**config.mk**
```make
export PLATFORM = sky130hd
export DESIGN_NAME = ctsm_reg
export DESIGN_NICKNAME = d
export VERILOG_FILES = /design/src/common/ctsm_pkg.sv /design/src/common/ctsm_dec_if.sv /design/src/design/ctsm_size_dec.sv /design/src/design/ctsm_reg.sv
export SDC_FILE = /design/constraint.sdc
export NUM_CORES = 1
export LEC_CHECK = 0
export BUFFER_PORTS_ARGS = -buffer_cell sky130_fd_sc_hd__buf_2
export CORE_ASPECT_RATIO = 0.9
export CORE_UTILIZATION = 45
export CTS_CLUSTER_SIZE = 24
export DETAILED_ROUTE_END_ITERATION = 6
export PLACE_DENSITY = 0.95
export RECOVER_POWER = 50
export SETUP_SLACK_MARGIN = 0.3
export SLEW_MARGIN = 10
export SYNTH_ARGS = -nofsm -noshare
export SYNTH_HDL_FRONTEND = slang
export SYNTH_SLANG_ARGS = --single-unit
```
**constraint.sdc**
```tcl
create_clock -name clk_i -period 3.2 [get_ports clk_i]
set_input_delay 0.16 -clock clk_i [delete_from_list [all_inputs] [get_ports clk_i]]
set_output_delay 0.16 -clock clk_i [all_outputs]
set_load 0.1 [all_outputs]
```
**src/common/ctsm_pkg.sv**
```systemverilog
// Constants for the cache and TCM size override register.
// Operation
// - Bit 31 set adopts the written sizes.
// - Write-enable bit always reads back zero.
// - Decode data tightmem field into banks, size.
// - Decode instr tightmem field, same code table.
// - Decode data cache field into size.
// - Decode instr cache field into size.
// - Reset to implemented sizes, enable bit zero.
// - One shared 32-bit read/write register.
// - Permit clear: only secure privileged may access.
// - Permit set: every mode and world may access.
// - Secure write lock faults secure privileged writes.
// - Decode opcode 0, cache_tcm_size_override, opcode 0 only.
// - Only apparent sizes change, never physical ones.
// - Processor sees sizes through presented outputs.
// - Both tightmems absent hides the DMA engine.
package ctsm_pkg;
    localparam int WREN_BIT = 31;
    localparam int DTM_LSB = 12;
    localparam int ITM_LSB = 8;
    localparam int DC_LSB = 4;
    localparam int IC_LSB = 0;
    localparam int FLD_W = 3;
    localparam logic [2:0] OPC1_SEL = 3'h0;
    localparam logic [3:0] MAJOR_SEL = 4'hF;
    localparam logic [3:0] MINOR_SEL = 4'hE;
    localparam logic [2:0] OPC2_SEL = 3'h0;
    localparam logic [2:0] CODE_ABSENT = 3'h0;
    localparam logic [2:0] CODE_4K = 3'h3;
    localparam logic [2:0] CODE_8K = 3'h4;
    localparam logic [2:0] CODE_16K = 3'h5;
    localparam logic [2:0] CODE_32K = 3'h6;
    localparam logic [2:0] CODE_64K = 3'h7;
    localparam logic [1:0] BANKS_NONE = 2'h0;
    localparam logic [1:0] BANKS_ONE = 2'h1;
    localparam logic [1:0] BANKS_TWO = 2'h2;
    // Sizes are in KB; tightmem sizes are per bank.
    localparam logic [6:0] KB_0 = 7'h00;
    localparam logic [6:0] KB_4 = 7'h04;
    localparam logic [6:0] KB_8 = 7'h08;
    localparam logic [6:0] KB_16 = 7'h10;
    localparam logic [6:0] KB_32 = 7'h20;
    localparam logic [6:0] KB_64 = 7'h40;
endpackage

```
**src/common/ctsm_dec_if.sv**
```systemverilog
// Carrier between the register and its size decoder.
`timescale 1ns/1ps
`default_nettype none
interface ctsm_dec_if;
    logic [2:0] data_tightmem_size_field;
    logic [2:0] instr_tightmem_size_field;
    logic [2:0] data_cache_size_field;
    logic [2:0] instr_cache_size_field;
    logic [1:0] dtm_banks;
    logic [6:0] dtm_kb;
    logic dtm_rsvd;
    logic [1:0] itm_banks;
    logic [6:0] itm_kb;
    logic itm_rsvd;
    logic [6:0] dc_kb;
    logic dc_rsvd;
    logic [6:0] ic_kb;
    logic ic_rsvd;
    modport reg_side (
        output data_tightmem_size_field, instr_tightmem_size_field,
        output data_cache_size_field, instr_cache_size_field,
        input dtm_banks, dtm_kb, dtm_rsvd, itm_banks, itm_kb, itm_rsvd,
        input dc_kb, dc_rsvd, ic_kb, ic_rsvd
    );
    modport dec_side (
        input data_tightmem_size_field, instr_tightmem_size_field,
        input data_cache_size_field, instr_cache_size_field,
        output dtm_banks, dtm_kb, dtm_rsvd, itm_banks, itm_kb, itm_rsvd,
        output dc_kb, dc_rsvd, ic_kb, ic_rsvd
    );
endinterface
`default_nettype wire

```
**src/design/ctsm_size_dec.sv**
```systemverilog
// Combinational decoder of the four size codes.
`timescale 1ns/1ps
`default_nettype none
module ctsm_size_dec
    import ctsm_pkg::*;
(
    ctsm_dec_if.dec_side d
);
    // Both tightmem fields share one code table.
    function automatic logic [9:0] tm_dec(input logic [2:0] c);
        case (c)
            CODE_ABSENT: tm_dec = {BANKS_NONE, KB_0, 1'b0};
            CODE_4K: tm_dec = {BANKS_ONE, KB_4, 1'b0};
            CODE_8K: tm_dec = {BANKS_TWO, KB_4, 1'b0};
            CODE_16K: tm_dec = {BANKS_TWO, KB_8, 1'b0};
            CODE_32K: tm_dec = {BANKS_TWO, KB_16, 1'b0};
            CODE_64K: tm_dec = {BANKS_TWO, KB_32, 1'b0};
            default: tm_dec = {BANKS_NONE, KB_0, 1'b1};
        endcase
    endfunction
    function automatic logic [7:0] c_dec(input logic [2:0] c);
        case (c)
            CODE_4K: c_dec = {KB_4, 1'b0};
            CODE_8K: c_dec = {KB_8, 1'b0};
            CODE_16K: c_dec = {KB_16, 1'b0};
            CODE_32K: c_dec = {KB_32, 1'b0};
            CODE_64K: c_dec = {KB_64, 1'b0};
            default: c_dec = {KB_0, 1'b1};
        endcase
    endfunction
    always_comb begin
        {d.dtm_banks, d.dtm_kb, d.dtm_rsvd} =
            tm_dec(d.data_tightmem_size_field);
        {d.itm_banks, d.itm_kb, d.itm_rsvd} =
            tm_dec(d.instr_tightmem_size_field);
        {d.dc_kb, d.dc_rsvd} = c_dec(d.data_cache_size_field);
        {d.ic_kb, d.ic_rsvd} = c_dec(d.instr_cache_size_field);
    end
endmodule
`default_nettype wire

```
**src/design/ctsm_reg.sv**
```systemverilog
// Cache and tightmem size override register of the control coprocessor.
`timescale 1ns/1ps
`default_nettype none
module ctsm_reg
    import ctsm_pkg::*;
#(
    parameter logic [2:0] IMPL_DTM = 3'h7,
    parameter logic [2:0] IMPL_ITM = 3'h7,
    parameter logic [2:0] IMPL_DC = 3'h7,
    parameter logic [2:0] IMPL_IC = 3'h7
) (
    // Clock and reset.
    input wire logic clk_i,
    input wire logic srst_i,
    // Coprocessor transfer from the core.
    input wire logic acc_valid_i,
    input wire logic acc_write_i,
    input wire logic [2:0] opc1_i,
    input wire logic [3:0] major_reg_selector_i,
    input wire logic [3:0] minor_reg_selector_i,
    input wire logic [2:0] opc2_i,
    input wire logic [31:0] wdata_i,
    input wire logic secure_i,
    input wire logic priv_i,
    input wire logic access_permit_i,
    input wire logic secure_write_lock_in_i,
    // Answer to the core.
    output logic ack_o,
    output logic undef_o,
    output logic [31:0] rdata_o,
    // Apparent configuration presented to the core.
    output logic [1:0] dtm_banks_o,
    output logic [6:0] dtm_kb_o,
    output logic [1:0] itm_banks_o,
    output logic [6:0] itm_kb_o,
    output logic [6:0] dc_kb_o,
    output logic [6:0] ic_kb_o,
    output logic dma_present_o,
    output logic code_rsvd_o
);
    logic [2:0] dtm, itm, dc, ic;
    logic [2:0] next_dtm, next_itm, next_dc, next_ic;
    logic next_ack, next_undef;
    logic [31:0] next_rdata;
    logic [1:0] next_dtm_banks, next_itm_banks;
    logic [6:0] next_dtm_kb, next_itm_kb, next_dc_kb, next_ic_kb;
    logic next_dma, next_rsvd;
    logic hit, allowed, locked, do_write;

    ctsm_dec_if dif ();
    assign dif.data_tightmem_size_field = dtm;
    assign dif.instr_tightmem_size_field = itm;
    assign dif.data_cache_size_field = dc;
    assign dif.instr_cache_size_field = ic;

    ctsm_size_dec u_dec (
        .d (dif.dec_side)
    );

    always_comb begin
        hit = acc_valid_i && opc1_i == OPC1_SEL
            && major_reg_selector_i == MAJOR_SEL
            && minor_reg_selector_i == MINOR_SEL
            && opc2_i == OPC2_SEL;
        // Secure privileged passes except locked writes; others need the permit.
        allowed = (secure_i && priv_i) || access_permit_i;
        locked = acc_write_i && secure_i && priv_i
            && secure_write_lock_in_i;
        do_write = hit && acc_write_i && allowed && !locked
            && wdata_i[WREN_BIT];
        next_dtm = dtm;
        next_itm = itm;
        next_dc = dc;
        next_ic = ic;
        if (do_write) begin
            // Bits 30:15, 11, 7 and 3 are never stored.
            next_dtm = wdata_i[DTM_LSB +: FLD_W];
            next_itm = wdata_i[ITM_LSB +: FLD_W];
            next_dc = wdata_i[DC_LSB +: FLD_W];
            next_ic = wdata_i[IC_LSB +: FLD_W];
        end
        next_ack = hit;
        next_undef = hit && (!allowed || locked);
        next_rdata = 32'h0000_0000;
        if (hit && !acc_write_i && allowed) begin
            // Enable bit and unused bits read as zero.
            next_rdata[DTM_LSB +: FLD_W] = dtm;
            next_rdata[ITM_LSB +: FLD_W] = itm;
            next_rdata[DC_LSB +: FLD_W] = dc;
            next_rdata[IC_LSB +: FLD_W] = ic;
        end
        // Presented sizes only; physical storage is untouched.
        next_dtm_banks = dif.dtm_banks;
        next_dtm_kb = dif.dtm_kb;
        next_itm_banks = dif.itm_banks;
        next_itm_kb = dif.itm_kb;
        next_dc_kb = dif.dc_kb;
        next_ic_kb = dif.ic_kb;
        next_dma = !(dif.dtm_banks == BANKS_NONE
            && dif.itm_banks == BANKS_NONE);
        next_rsvd = dif.dtm_rsvd || dif.itm_rsvd || dif.dc_rsvd
            || dif.ic_rsvd;
    end

    always_ff @(posedge clk_i) begin
        if (srst_i) begin
            dtm <= IMPL_DTM;
            itm <= IMPL_ITM;
            dc <= IMPL_DC;
            ic <= IMPL_IC;
            ack_o <= 1'b0;
            undef_o <= 1'b0;
            rdata_o <= 32'h0000_0000;
            dtm_banks_o <= BANKS_NONE;
            dtm_kb_o <= KB_0;
            itm_banks_o <= BANKS_NONE;
            itm_kb_o <= KB_0;
            dc_kb_o <= KB_0;
            ic_kb_o <= KB_0;
            dma_present_o <= 1'b0;
            code_rsvd_o <= 1'b0;
        end else begin
            dtm <= next_dtm;
            itm <= next_itm;
            dc <= next_dc;
            ic <= next_ic;
            ack_o <= next_ack;
            undef_o <= next_undef;
            rdata_o <= next_rdata;
            dtm_banks_o <= next_dtm_banks;
            dtm_kb_o <= next_dtm_kb;
            itm_banks_o <= next_itm_banks;
            itm_kb_o <= next_itm_kb;
            dc_kb_o <= next_dc_kb;
            ic_kb_o <= next_ic_kb;
            dma_present_o <= next_dma;
            code_rsvd_o <= next_rsvd;
        end
    end
endmodule
`default_nettype wire

```
==> impl_metrics.env <==
export IMPL_syn2layout_area_growth_pct=20.8
export IMPL_run_status="complete, no violations"
export IMPL_slowest_stage="or4_1"
export IMPL_drtAntennaViolNets=0
export IMPL_fp_coreArea_um2=3860
export IMPL_rows=21
export IMPL_required_ns=3.37
export IMPL_synth_seq_cells=50
export IMPL_cts_htree_levels=2
export IMPL_cts_tree="done"
export IMPL_ys_types=25
export IMPL_grt_setup_unrepaired="false"
export IMPL_grt_max_degree=39
export IMPL_antenna_found_initial=0
export IMPL_cp_cell_sequence="buf_2 -> nor4b_2 -> nand4_1 -> or4_1 -> mux2i_1"
export IMPL_path_clk_slew_ns=0.09
export IMPL_synth_edff_count=0
export IMPL_wire_per_inst_um=10.3
export IMPL_hold_start="wdata_i[13]"
export IMPL_numCtsBuffers=5
export IMPL_n_fill_cell=360
export IMPL_arrival_ns=1.88
export IMPL_root_buffer="clkbuf_8"
export IMPL_overflow=0
export IMPL_n_antenna_cell=0
export IMPL_hold_viol=0
export IMPL_grt_total_usage_pct=15.2
export IMPL_postCtsSetupBuffers=0
export IMPL_grt_pass1_wl_um=5150
export IMPL_crit_family="simple AND/OR/NAND/NOR gates"
export IMPL_power_total_w=0.00139
export IMPL_drc_errors=0
export IMPL_clk_path_buf_depth=2
export IMPL_critical_path_buf_inv_count=1
export IMPL_start_util_pct=48.8
export IMPL_fin_nets=324
export IMPL_finalSetupTns_ns=0
export IMPL_drtIter0Drc=38
export IMPL_r2r_start="dif.instr_tightmem_size_field[0]$_SDFFE_PP1P_"
export IMPL_postSynth_asyncResetShare_pct=0
export IMPL_crit_type="primary input to register"
export IMPL_critPathLaunchType="primary input"
export IMPL_layout_commonest_cell="buf_2"
export IMPL_cp_slowest_stage_delay_ns=0.90
export IMPL_vdd_ir_drop_max_mv=0.299
export IMPL_cp_max_fo=12
export IMPL_p_comb_share_pct=16.8
export IMPL_firstDrtPassIters=4
export IMPL_synth_cell_area_um2=1880
export IMPL_io_pins=122
export IMPL_drt_total_wl_um=3270
export IMPL_die_width_um=70.2
export IMPL_fin_cells=317
export IMPL_final_cell_mix="buf_2, dfxtp_1, nor2_1, conb_1, clkbuf_1"
export IMPL_cp_startpoint="opc1_i[1]"
export IMPL_portBuffers=72
export IMPL_internal_power_w=0.000983
export IMPL_drive_gt1_share_pct=23.2
export IMPL_fp_dieArea_um2=4450
export IMPL_viasPerCell=4.44
export IMPL_relSlewSlack_pct=3.76
export IMPL_grt_pass1_vias=1151
export IMPL_seqPwrFrac_pct=45.1
export IMPL_pwr_density_cell_nw_per_um2=611
export IMPL_gp_congestion=0.688
export IMPL_slew_violations=0
export IMPL_fin_crit_ns=1.71
export IMPL_endpoint_kind="register"
export IMPL_cts_hold_buf=0
export IMPL_insertion_delay_ns=0.30
export IMPL_fmax_mhz=585
export IMPL_clock_power_share_pct=38.1
export IMPL_ys_seq_area_share_pct=53.1
export IMPL_fin_worst_skew_ns=0.00385
export IMPL_setup_violations=0
export IMPL_switching_share_pct=29.3
export IMPL_fin_crit_sh_pct=53.4
export IMPL_drv_cap=0
export IMPL_yosysWarningCount=0
export IMPL_cts_resized=0
export IMPL_avgSynthCellArea_um2=9.47
export IMPL_cts_sinks=50
export IMPL_synth_ff_type="dfxtp_1"
export IMPL_dr_total_vias=1408
export IMPL_place_inst=309
export IMPL_worst_pin_slew_ns=1.44
export IMPL_design_area_um2=2280
export IMPL_fin_util_pct=58.9
export IMPL_p_sw_w=0.000408
export IMPL_die_h_um=63.4
export IMPL_dpl_hpwl_um=2420
export IMPL_syn_instance_count=199
export IMPL_hold_path_class="primary input to register"
export IMPL_cellLeakagePower_nw=1.16
export IMPL_dpl_cell_area_um2=2160
state kept, by name, indices dropped and copies added, names as in the netlist:
register,count
dif.data_tightmem_size_field,3
dma_present_o,1
rdata_o,12
ack_o,1
code_rsvd_o,1
itm_kb_o,4
undef_o,1
dtm_banks_o,2
dif.instr_tightmem_size_field,3
itm_banks_o,2
dc_kb_o,5
dif.instr_cache_size_field,3
dc,3
ic_kb_o,5
dtm_kb_o,4
metal layers:
layer	GRT usage (%)	wire (um)
met1	17.2	1400
met2	26.0	1500
met3	4.16	309
met4	8.25	70
met5	0	0
power by group through the flow:
stage / sequential, W / combinational, W / clock, W
3_3_place_gp: 0.000642 / 0.000233 / 0
4_1_cts: 0.000627 / 0.000234 / 0.000541
6_report: 0.000627 / 0.000234 / 0.000530
3_5_place_dp: 0.000642 / 0.000234 / 0
2_1_floorplan: 0.000677 / 0.000199 / 0
5_1_grt: 0.000628 / 0.000241 / 0.000573
path summary, 6_finish.rpt:
path	endpoint	slack, ns	cells after the start
setup reg to reg	code_rsvd_o$_SDFF_PP0_	2.07	4
setup / recovery	dif.data_tightmem_size_field[2]$_SDFFE_PP1P_	1.49	5
hold reg to reg	ic_kb_o[2]$_SDFF_PP0_	0.50	1
hold / removal	dif.data_tightmem_size_field[1]$_SDFFE_PP1P_	0.11	3
cell families after synthesis:
kind of cell | Yosys count | synth area share, %
simple gates | 87 | 23.3
other cells | 1 | 0.199
mux | 12 | 6.37
compound gates | 9 | 2.59
flops | 50 | 53.1
buf+inv | 40 | 14.4
cell usage after synthesis (2+ instances only):
master,n,share of area (%)
nand2b_1,8,2.7
dfxtp_1,50,53
inv_1,3,0.60
and2_1,12,4.0
nand3_1,2,0.53
clkbuf_1,5,1.0
a21oi_1,7,1.9
mux2i_1,12,6.4
nand2_1,4,0.80
nor2_1,43,8.6
buf_4,30,12
nor3_1,7,1.9
nor3b_1,4,1.6
per-stage QoR:
stage | setup slack (ns) | hold slack [ns]
after CTS | 1.49 | 0.104
after global placement | 1.26 | 0.416
after detailed placement | 1.15 | 0.422
final | 1.49 | 0.109
after global routing | 1.24 | 0.105
after floorplan | 1.62 | 0.321
layout make-up:
cell class	count	area, um^2	area share (%)
Timing Repair Buffer	72	337	14.8
Tap cell	46	57.6	2.53
Sequential cell	50	1000	44.0
Inverter	3	11.3	0.495
Multi-Input combinational cell	138	727	31.9
Clock buffer	6	82.6	3.63
Clock inverter	2	60.1	2.64
worst min-delay path: cells and delay by family:
family / cells / cell delay (ns)
mux: 1 / 0.10
buf+inv: 1 / 0.07
simple gates: 1 / 0.03
Note: power is estimated with default switching activity, not from simulation.
